<file path="src/handshake_pkg.sv">
package handshake_pkg;
    localparam int CLK_PERIOD_NS = 10;
    // acknowledge-to-acknowledge interval bounds, ns
    localparam int ACK_PERIOD_MIN_NS = 225;
    localparam int ACK_PERIOD_MAX_NS = 275;
    localparam int ACK_PERIOD_MIN_CYC = (ACK_PERIOD_MIN_NS + CLK_PERIOD_NS - 1) / CLK_PERIOD_NS;
    localparam int ACK_PERIOD_MAX_CYC = ACK_PERIOD_MAX_NS / CLK_PERIOD_NS;
    // minimum acknowledge pulse width, ns (stretched while request high)
    localparam int ACK_WIDTH_NS = 50;
    localparam int ACK_WIDTH_CYC = (ACK_WIDTH_NS + CLK_PERIOD_NS - 1) / CLK_PERIOD_NS;
    // output data valid before acknowledge, ns
    localparam int DATA_SETUP_NS = 25;
    localparam int DATA_SETUP_CYC = (DATA_SETUP_NS + CLK_PERIOD_NS - 1) / CLK_PERIOD_NS;
    localparam int DATA_WIDTH = 32;
    localparam int FIFO_DEPTH = 16;
    localparam int CNT_W = 16;
    localparam int TCNT_W = 32;
    localparam logic [CNT_W-1:0] CNT_RESET = 16'h0000;
    localparam logic [TCNT_W-1:0] TCNT_RESET = 32'h0000_0000;

    typedef enum logic [4:0] {
        ST_IDLE = 5'b00001,
        ST_WAIT_REQ = 5'b00010,
        ST_DELAY = 5'b00100,
        ST_ACK = 5'b01000,
        ST_GAP = 5'b10000
    } hs_state_t;

    typedef struct packed {
        logic req;
        logic [DATA_WIDTH-1:0] data;
    } link_in_t;

    typedef struct packed {
        logic valid;
        logic [DATA_WIDTH-1:0] data;
    } word_t;
endpackage : handshake_pkg

</file>
<file path="src/leading_edge_input_handshake.sv">
`timescale 1ns/1ps
`default_nettype none
module leading_edge_input_handshake #(
    parameter int WIDTH = handshake_pkg::DATA_WIDTH,
    parameter int DEPTH = handshake_pkg::FIFO_DEPTH
) (
    input wire logic clk,
    input wire logic rst_b,
    input wire logic arm,
    input wire logic [handshake_pkg::CNT_W-1:0] ack_delay,
    input wire logic req_edge_latch,
    input wire logic req,
    input wire logic [WIDTH-1:0] din,
    output logic ack,
    output logic armed,
    output logic out_valid,
    input wire logic out_ready,
    output logic [WIDTH-1:0] out_data,
    output logic [handshake_pkg::TCNT_W-1:0] xfer_count
);
    typedef struct packed {
        logic req_m;
        logic req_s;
        logic req_d;
        logic [WIDTH-1:0] din_m;
        logic [WIDTH-1:0] din_s;
        handshake_pkg::hs_state_t state;
        logic [handshake_pkg::CNT_W-1:0] cnt;
        logic [handshake_pkg::CNT_W-1:0] gap;
        logic ack;
        logic first;
        logic got;
        logic wr_valid;
        logic [WIDTH-1:0] wr_data;
        logic [handshake_pkg::TCNT_W-1:0] xfers;
        logic latch_mode;
    } hs_st_t;

    localparam logic [handshake_pkg::CNT_W-1:0] ACK_W =
        handshake_pkg::CNT_W'(handshake_pkg::ACK_WIDTH_CYC);
    localparam logic [handshake_pkg::CNT_W-1:0] PER_MIN =
        handshake_pkg::CNT_W'(handshake_pkg::ACK_PERIOD_MIN_CYC);
    localparam logic [handshake_pkg::CNT_W-1:0] SETUP =
        handshake_pkg::CNT_W'(handshake_pkg::DATA_SETUP_CYC);

    hs_st_t st;
    hs_st_t next_st;
    logic fifo_ready;
    logic fifo_valid;
    logic [WIDTH-1:0] fifo_data;
    logic out_take;
    logic req_rise;
    logic req_fall;

    assign req_rise = st.req_s && !st.req_d;
    assign req_fall = !st.req_s && st.req_d;
    assign out_take = !out_valid || out_ready;

    always_comb begin
        next_st = st;
        next_st.req_m = req;
        next_st.req_s = st.req_m;
        next_st.req_d = st.req_s;
        next_st.din_m = din;
        next_st.din_s = st.din_m;
        next_st.wr_valid = 1'b0;
        if (st.gap != '0) begin
            next_st.gap = st.gap - 1'b1;
        end
        // latching mode follows setting only while idle
        if (st.state == handshake_pkg::ST_IDLE) begin
            next_st.latch_mode = req_edge_latch;
        end
        case (st.state)
            handshake_pkg::ST_IDLE: begin
                next_st.ack = 1'b0;
                if (arm) begin
                    next_st.state = handshake_pkg::ST_WAIT_REQ;
                    next_st.first = 1'b1;
                end
            end
            handshake_pkg::ST_WAIT_REQ: begin
                if (!arm) begin
                    next_st.state = handshake_pkg::ST_IDLE;
                end else if (st.req_s) begin
                    next_st.state = handshake_pkg::ST_DELAY;
                    next_st.cnt = ack_delay + SETUP;
                end
            end
            handshake_pkg::ST_DELAY: begin
                if (st.cnt != '0) begin
                    next_st.cnt = st.cnt - 1'b1;
                end else if (fifo_ready && st.gap == '0) begin
                    // acknowledge when ready and period elapsed
                    next_st.state = handshake_pkg::ST_ACK;
                    next_st.ack = 1'b1;
                    next_st.got = 1'b0;
                    next_st.cnt = ACK_W - 1'b1;
                    next_st.gap = PER_MIN - 1'b1 + ack_delay;
                end
            end
            handshake_pkg::ST_ACK: begin
                if (st.cnt != '0) begin
                    next_st.cnt = st.cnt - 1'b1;
                end
                // word may arrive while acknowledge high
                if (req_rise && !st.got) begin
                    next_st.wr_valid = 1'b1;
                    next_st.wr_data = st.din_s;
                    next_st.xfers = st.xfers + 1'b1;
                    next_st.first = 1'b0;
                    next_st.got = 1'b1;
                end
                if (st.cnt == '0 && !st.req_s) begin
                    next_st.ack = 1'b0;
                    next_st.got = 1'b0;
                    if (st.got) begin
                        next_st.state = handshake_pkg::ST_DELAY;
                        next_st.cnt = ack_delay + SETUP;
                    end else begin
                        next_st.state = handshake_pkg::ST_GAP;
                    end
                end
            end
            handshake_pkg::ST_GAP: begin
                // capture on request rise after acknowledge
                if (!arm) begin
                    next_st.state = handshake_pkg::ST_IDLE;
                end else if (req_rise) begin
                    next_st.wr_valid = 1'b1;
                    next_st.wr_data = st.din_s;
                    next_st.xfers = st.xfers + 1'b1;
                    next_st.first = 1'b0;
                    next_st.state = handshake_pkg::ST_DELAY;
                    next_st.cnt = ack_delay + SETUP;
                end
            end
            default: begin
                next_st.state = handshake_pkg::ST_IDLE;
                next_st.ack = 1'b0;
            end
        endcase
        if (req_fall && st.latch_mode) begin
            next_st.first = st.first;
        end
    end

    always_ff @(posedge clk or negedge rst_b) begin
        if (!rst_b) begin
            st <= '{state: handshake_pkg::ST_IDLE, xfers: handshake_pkg::TCNT_RESET,
                cnt: handshake_pkg::CNT_RESET, gap: handshake_pkg::CNT_RESET, default: '0};
        end else begin
            st <= next_st;
        end
    end

    word_fifo #(.WIDTH(WIDTH), .DEPTH(DEPTH)) u_fifo (
        .clk(clk),
        .rst_b(rst_b),
        .in_valid(st.wr_valid),
        .in_ready(fifo_ready),
        .in_data(st.wr_data),
        .out_valid(fifo_valid),
        .out_ready(out_take),
        .out_data(fifo_data)
    );

    always_ff @(posedge clk or negedge rst_b) begin
        if (!rst_b) begin
            out_valid <= 1'b0;
            out_data <= '0;
            ack <= 1'b0;
            armed <= 1'b0;
            xfer_count <= handshake_pkg::TCNT_RESET;
        end else begin
            ack <= next_st.ack;
            armed <= (next_st.state != handshake_pkg::ST_IDLE);
            xfer_count <= next_st.xfers;
            if (out_take) begin
                out_valid <= fifo_valid;
                out_data <= fifo_data;
            end
        end
    end

    AST_IDLE_ACK_LOW: assert property (@(posedge clk) disable iff (!rst_b)
        st.state == handshake_pkg::ST_IDLE |=> !ack)
        else $error("ack high while idle");
    AST_ACK_STRETCH: assert property (@(posedge clk) disable iff (!rst_b)
        st.state == handshake_pkg::ST_ACK && st.req_s |=> st.ack)
        else $error("ack dropped with request high");
    AST_ACK_WIDTH: assert property (@(posedge clk) disable iff (!rst_b)
        $rose(st.ack) |-> st.ack [*5])
        else $error("ack pulse too short");
    AST_ONE_COUNT: assert property (@(posedge clk) disable iff (!rst_b)
        st.wr_valid |-> st.xfers == $past(st.xfers) + 1'b1)
        else $error("transfer count mismatch");
    AST_CAPTURE_EDGE: assert property (@(posedge clk) disable iff (!rst_b)
        st.wr_valid |-> $past(req_rise) && ($past(st.state) == handshake_pkg::ST_GAP
            || $past(st.state) == handshake_pkg::ST_ACK))
        else $error("capture without request edge");
    logic [handshake_pkg::CNT_W-1:0] ack_age;
    always_ff @(posedge clk or negedge rst_b) begin
        if (!rst_b) begin
            ack_age <= '1;
        end else if (next_st.ack && !st.ack) begin
            ack_age <= handshake_pkg::CNT_RESET;
        end else if (ack_age != '1) begin
            ack_age <= ack_age + 1'b1;
        end
    end
    AST_ACK_PERIOD: assert property (@(posedge clk) disable iff (!rst_b)
        $rose(st.ack) |-> $past(ack_age) >= PER_MIN - 1'b1)
        else $error("ack interval too short");
    AST_ARM_FIRST: assert property (@(posedge clk) disable iff (!rst_b)
        st.state == handshake_pkg::ST_IDLE && !arm |=> st.state == handshake_pkg::ST_IDLE)
        else $error("left idle without arm");
    AST_SETUP: assert property (@(posedge clk) disable iff (!rst_b)
        $rose(st.ack) |-> $past(st.state, 3) == handshake_pkg::ST_DELAY)
        else $error("ack without data setup");
endmodule : leading_edge_input_handshake
`default_nettype wire

</file>
<file path="src/word_fifo.sv">
`timescale 1ns/1ps
`default_nettype none
module word_fifo #(
    parameter int WIDTH = 32,
    parameter int DEPTH = 16
) (
    input wire logic clk,
    input wire logic rst_b,
    input wire logic in_valid,
    output logic in_ready,
    input wire logic [WIDTH-1:0] in_data,
    output logic out_valid,
    input wire logic out_ready,
    output logic [WIDTH-1:0] out_data
);
    localparam int AW = $clog2(DEPTH);
    typedef struct packed {
        logic [AW-1:0] wp;
        logic [AW-1:0] rp;
        logic [AW:0] cnt;
    } fifo_st_t;
    fifo_st_t st;
    fifo_st_t next_st;
    logic [WIDTH-1:0] mem [DEPTH];
    logic do_wr;
    logic do_rd;

    assign in_ready = (st.cnt != (AW+1)'(DEPTH));
    assign out_valid = (st.cnt != '0);
    assign out_data = mem[st.rp];
    assign do_wr = in_valid && in_ready;
    assign do_rd = out_valid && out_ready;

    always_comb begin
        next_st = st;
        if (do_wr) begin
            next_st.wp = st.wp + 1'b1;
        end
        if (do_rd) begin
            next_st.rp = st.rp + 1'b1;
        end
        next_st.cnt = st.cnt + (AW+1)'(do_wr) - (AW+1)'(do_rd);
    end

    always_ff @(posedge clk or negedge rst_b) begin
        if (!rst_b) begin
            st <= '0;
        end else begin
            st <= next_st;
        end
    end

    always_ff @(posedge clk) begin
        if (do_wr) begin
            mem[st.wp] <= in_data;
        end
    end
endmodule : word_fifo
`default_nettype wire

</file>
<file path="config.mk">
export PLATFORM = sky130hd
export DESIGN_NAME = leading_edge_input_handshake
export DESIGN_NICKNAME = d
export VERILOG_FILES = /design/src/handshake_pkg.sv /design/src/leading_edge_input_handshake.sv /design/src/word_fifo.sv
export SDC_FILE = /design/constraint.sdc
export NUM_CORES = 1
export LEC_CHECK = 0
export ABC_AREA = 1
export BUFFER_PORTS_ARGS = -buffer_cell sky130_fd_sc_hd__buf_4
export CORE_UTILIZATION = 65
export CTS_BUF_LIST = sky130_fd_sc_hd__clkbuf_16
export CTS_CLUSTER_DIAMETER = 50
export DETAILED_ROUTE_END_ITERATION = 8
export GPL_TIMING_DRIVEN = 0
export HOLD_SLACK_MARGIN = 0.02
export PLACE_DENSITY = 0.8
export SLEW_MARGIN = 20
export SYNTH_ARGS = -nofsm -noshare
export SYNTH_HDL_FRONTEND = slang
export SYNTH_HIERARCHICAL = 1
export SYNTH_SLANG_ARGS = --single-unit
</file>
<file path="constraint.sdc">
create_clock -name clk -period 5.3 [get_ports clk]
set_input_delay 0.795 -clock clk [delete_from_list [all_inputs] [get_ports clk]]
set_output_delay 0.795 -clock clk [all_outputs]
set_load 0.02 [all_outputs]
</file>
# [After elaboration in Yosys (flattened, before gate mapping)]
# Memories as Yosys holds them, arrays and structs flattened. A register that Yosys moved wholly into a read port is not among the register bits.
# Cells that the tools add are included.
[word_totals] ff_bits=186 ramBits=512 inputBits=54 output_inout_bits=67 wordCells=102 mem_count=1
[classes] n_addsub=9 eq_ne=17 mux=31 n_bitwise=1 n_reduce_logical=25
[memory_table] name="u_fifo.mem" depth=16 word_bits=32 read_ports=1 rd_ports_with_merged_regs=1 wr=1 line_no="word_fifo.sv:24" rtl="logic [WIDTH-1:0] mem [DEPTH];"
[ops] op="$mux 65" n=2
[ops] op="$pmux 65 s2" n=1
[ops] op="$mux 16" n=7
[ops] op="$mux 66" n=1
[ops] op="$pmux 16 s4" n=1
[ops] op="$mux 21" n=3
[ops] op="$mux 38" n=1
[ops] op="$add 32x1->32 const B" n=1
[ops] op="$logic_not 16->1" n=2
[ops] op="$reduce_bool 16->1" n=2
[ops] op="$sub 16x1->16 const B" n=2
[ops] op="$mux 5" n=5
[ops] op="$pmux 5 s5" n=1
[ops] op="$mux 17" n=1
[ops] op="$add 16x2->16 const B" n=1
[ops] op="$add 5x16->16 const A" n=1
[ops] op="$ne 2x2->1 const B" n=8
[ops] op="$reduce_and 4->1" n=3
[ops] op="$add 4x1->4 const B" n=2
[ops] op="$logic_and 1x1->1" n=6
[ops] op="$mux 1" n=6
[ops] op="$ne 3x3->1 const B" n=2
[ops] op="$reduce_and 6->1" n=1
[ops] op="$add 5x1->5" n=1
[ops] op="other kinds (17)" n=22

# [Depth between registers and ports, before layout]
[depth] depth_word=6 mapped_depth=15 ltp_nobuf=15

# [Modules after synthesis]
# The synthesis kept the hierarchy.
[by_module_without_submodules] module="word_fifo" n_inst=1 cells_per_inst=2097 area_each_um2=22127.5 seq_area_each_um2=15700.1
[by_module_without_submodules] module="leading_edge_input_handshake" n_inst=1 cells_per_inst=1162 area_each_um2=10077.2 seq_area_each_um2=5131.2

# [Least setup slack after synthesis]
# Ideal clock, no wire load.
[synth_timing] path_type="input to register" from="in out_ready" to="reg u_fifo/st[4] in the netlist's numbering" arrival_ps=2843 required_ps=5182 path_slack_ps=2339 cell_stages=14 path_buffers=1 cell_sequence="inv_1 nand2_1 clkbuf_1 nand2_1 inv_1 ha_1 inv_1 ha_1 inv_1 fa_1 o21ai_0 nand2_1 nand3b_1 nand2_1"
[synth_rtl] element="start, declared" line_no="leading_edge_input_handshake.sv:17" rtl="input wire logic out_ready,"
[synth_rtl] element="end signal, assigned" line_no="word_fifo.sv:49" rtl="st <= next_st;"
[synth_rtl] element="end, declared" line_no="word_fifo.sv:22" rtl="fifo_st_t st;"

==> flow_metrics.py <==
metrics = {
    "power": {
        "ir_drop_mv": 0.283,
        "power.leakage_nw": 16.6,
        "power.density_nw_per_um2": 455,
        "p_total_mw": 16.9,
    },
    "final_layout": {
        "instances_no_fill": 4205,
        "drive_above_1_share": 0.135,
        "layout_common_cells": "nand2_1, edfxtp_1, inv_1",
        "final_common_cell": "nand2_1",
        "synthToLayoutAreaGrowth_pct": 15.1,
        "fin_area_sq_um": 37100,
        "nNetsFinal": 3552,
        "n_fill_cell": 3140,
    },
    "grt": {
        "grt.busiest_layer": "met2",
        "use_met1": 0.442,
        "grt_use_total": 0.345,
        "grtUsageMet2": 0.572,
        "grt_remaining_overflow": 0,
        "grt_pass1_wl_microns": 130000,
        "grt_pass1_vias": 23700,
        "global_route.usage.met3": 0.0700,
        "grt_max_degree": 107,
        "antenna_found_initial": 0,
    },
    "routing": {
        "vias": 23900,
        "finalWirelength_microns": 85400,
        "drt_pass1_iterations": 8,
        "via_per_inst": 5.69,
        "ant_nets": 0,
        "route.detailed.drc": 2,
        "initialDrtViolationCount": 2692,
        "wl_per_cell_microns": 20.3,
    },
    "timing": {
        "maxSlewHeadroom": 0.377,
        "clock-skew-final_ps": 20.3,
        "max_freq_mhz": 261,
        "fin_crit_ps": 3830,
        "drv_slew": 0,
        "timing.final.crit_share": 0.722,
        "setup_viol": 0,
        "final_hold_viol_count": 0,
        "finalSetupTns_ps": 0,
        "tightest_slew_ps": 935,
        "rsz0062_at_grt": "false",
    },
    "synthesis": {
        "synthCells": 3259,
        "ys.flop_type": "edfxtp_1",
        "ys_seq_elements": 730,
        "synth.avg_cell_area_sq_um": 9.88,
        "synth_warnings": 6,
        "synth.distinct_cells": 53,
        "yosysSeqAreaShare": 0.647,
        "syn_nets": 3335,
        "async_reset_ff_frac": 0.299,
        "synth_edf_count": 512,
        "synthesis.area_sq_um": 32200,
    },
    "placed_design": {
        "dp.cells": 4062,
        "dp_hpwl_microns": 57000,
        "io_buffer_count": 118,
        "place_area_sq_um": 34600,
        "place_congestion": 0.905,
    },
    "clock_network": {
        "clock-sinks": 730,
        "cts_root_buffer": "clkbuf_16",
        "cts-hold-fix-buffers": 0,
        "clk_latency_ps": 620,
        "htreeDepth": 3,
        "clk_pin_slew_worst_paths_ps": 60,
        "cts_tree": "built",
        "post_cts_buffers": 0,
        "cts_buffers": 76,
        "cts_max_path_buffers": 3,
        "cts_resized": 0,
    },
    "worst_hold_path": {
        "hold_path_class": "input port to async pin",
    },
    "critical_path": {
        "start_kind": "flip-flop",
        "crit_required_ps": 5800,
        "regToRegSetupSlack_ps": 1470,
        "r2r-start": "out_valid$_DFFE_PN0P_",
        "worstPathMaxFanout": 10,
        "reg2reg_depth": 13,
        "setup.worst_path.end_class": "flip-flop",
        "cp_data_arrival_time_ps": 4330,
        "r2r_end": "u_fifo/st[4]$_DFF_PN0_",
        "crit_type": "flip-flop to flip-flop",
    },
    "floorplanning": {
        "io_pins": 121,
        "die-area_sq_um": 50400,
        "rows": 81,
        "initial_core_util": 0.658,
        "die_h_microns": 225,
        "die_w_microns": 225,
        "core_area_sq_um": 49000,
    },
    "job": {
        "cap_viol_max_count": 0,
    },
    "outcome": {
        "status": "complete, but fails checks",
        "violations": "DRC",
    },
}
==> area by class of cell <==
cell class	instances	area, sq um	share of cell area
Sequential cell	730	20800	0.562
Tap cell	664	831	0.0224
Multi-Input combinational cell	2045	9370	0.253
Clock buffer	79	1980	0.0533
Antenna cell	1	2.50	0.0000675
Timing Repair Buffer	139	1460	0.0395
Buffer	148	862	0.0233
Clock inverter	63	464	0.0125
Inverter	336	1270	0.0342
==> state kept, by name, summed over array words and instances, names as in the netlist <==
register	cells
armed	1
ack	1
next_st	34
u_fifo/st	13
u_fifo/mem	512
xfer_count	32
out_data	32
st	104
out_valid	1
==> worst max-delay path, cell delays in order, from the launching register on <==
cell and delay, ps:
dfrtp_1 440, nand2_1 570, clkbuf_1 760, nand2_1 280
inv_1 270, ha_1 280, inv_1 60, ha_1 150
inv_1 60, fa_1 430, o21ai_0 190, nand2_1 90
nand3b_1 90, nand2_1 50
==> worst max-delay path by stage <==
stage                           start                    endpoint  depth (start not counted)
2_1_floorplan               out_ready      u_fifo/st[4]$_DFF_PN0_                         14
3_3_place_gp   u_fifo/st[2]$_DFF_PN0_  u_fifo/mem[9][5]$_DFFE_PP_                          7
3_5_place_dp                out_ready      u_fifo/st[4]$_DFF_PN0_                         15
4_1_cts         out_valid$_DFFE_PN0P_      u_fifo/st[4]$_DFF_PN0_                         13
5_1_grt         out_valid$_DFFE_PN0P_      u_fifo/st[4]$_DFF_PN0_                         13
6_report        out_valid$_DFFE_PN0P_      u_fifo/st[4]$_DFF_PN0_                         13
==> metrics by stage <==
step	util	hold WS, ps	setup slack (ps)
2_1_floorplan	-	331	2340
3_3_place_gp	0.693	333	598
3_5_place_dp	0.707	335	1080
4_1_cts	0.757	96.6	1540
5_1_grt	0.757	115	1320
6_report	0.757	93.1	1470
==> routing by layer <==
metal | vias to the layer above | share of wire
met3 | 268 | 0.097
met5 | - | 0
met1 | 11400 | 0.38
met2 | 1379 | 0.48
li1 | 10900 | -
met4 | 0 | 0.042
==> synthesized netlist by cell type, types with 21 or more instances <==
library cell	number	area share
buf_2	81	0.013
buf_4	36	0.0084
dfrtp_1	217	0.17
edfxtp_1	512	0.48
ha_1	21	0.0082
inv_1	325	0.038
mux2_2	32	0.011
nand2_1	1134	0.13
nand3_1	271	0.042
nand4_1	26	0.0051
nor2_1	358	0.042
o21ai_0	38	0.0059
xor2_1	52	0.014
==> report_power, final <==
part	leakage (nW)	total (mW)	internal, mW	switching [mW]
logic	9.11	5.17	1.56	3.61
clock network	1.28	5.19	2.97	2.22
registers	6.16	6.52	6.31	0.208
total	16.6	16.9	10.8	6.03
==> cell families (layout without fill, tap and decap cells) <==
| family | Yosys count | after routing | share of synthesized area |
|---|---|---|---|
| adders and majority gates | 22 | 22 | 0.00878 |
| DFF | 730 | 730 | 0.647 |
| AOI/OAI and AO/OA | 68 | 68 | 0.0116 |
| muxes | 33 | 33 | 0.0115 |
| other | 0 | 1 | 0 |
| and+or+nand+nor | 1857 | 1857 | 0.237 |
| buffers and inverters | 484 | 765 | 0.0661 |
| xor gates and xnor gates | 65 | 65 | 0.0177 |
(Power assumes the default switching activity.)
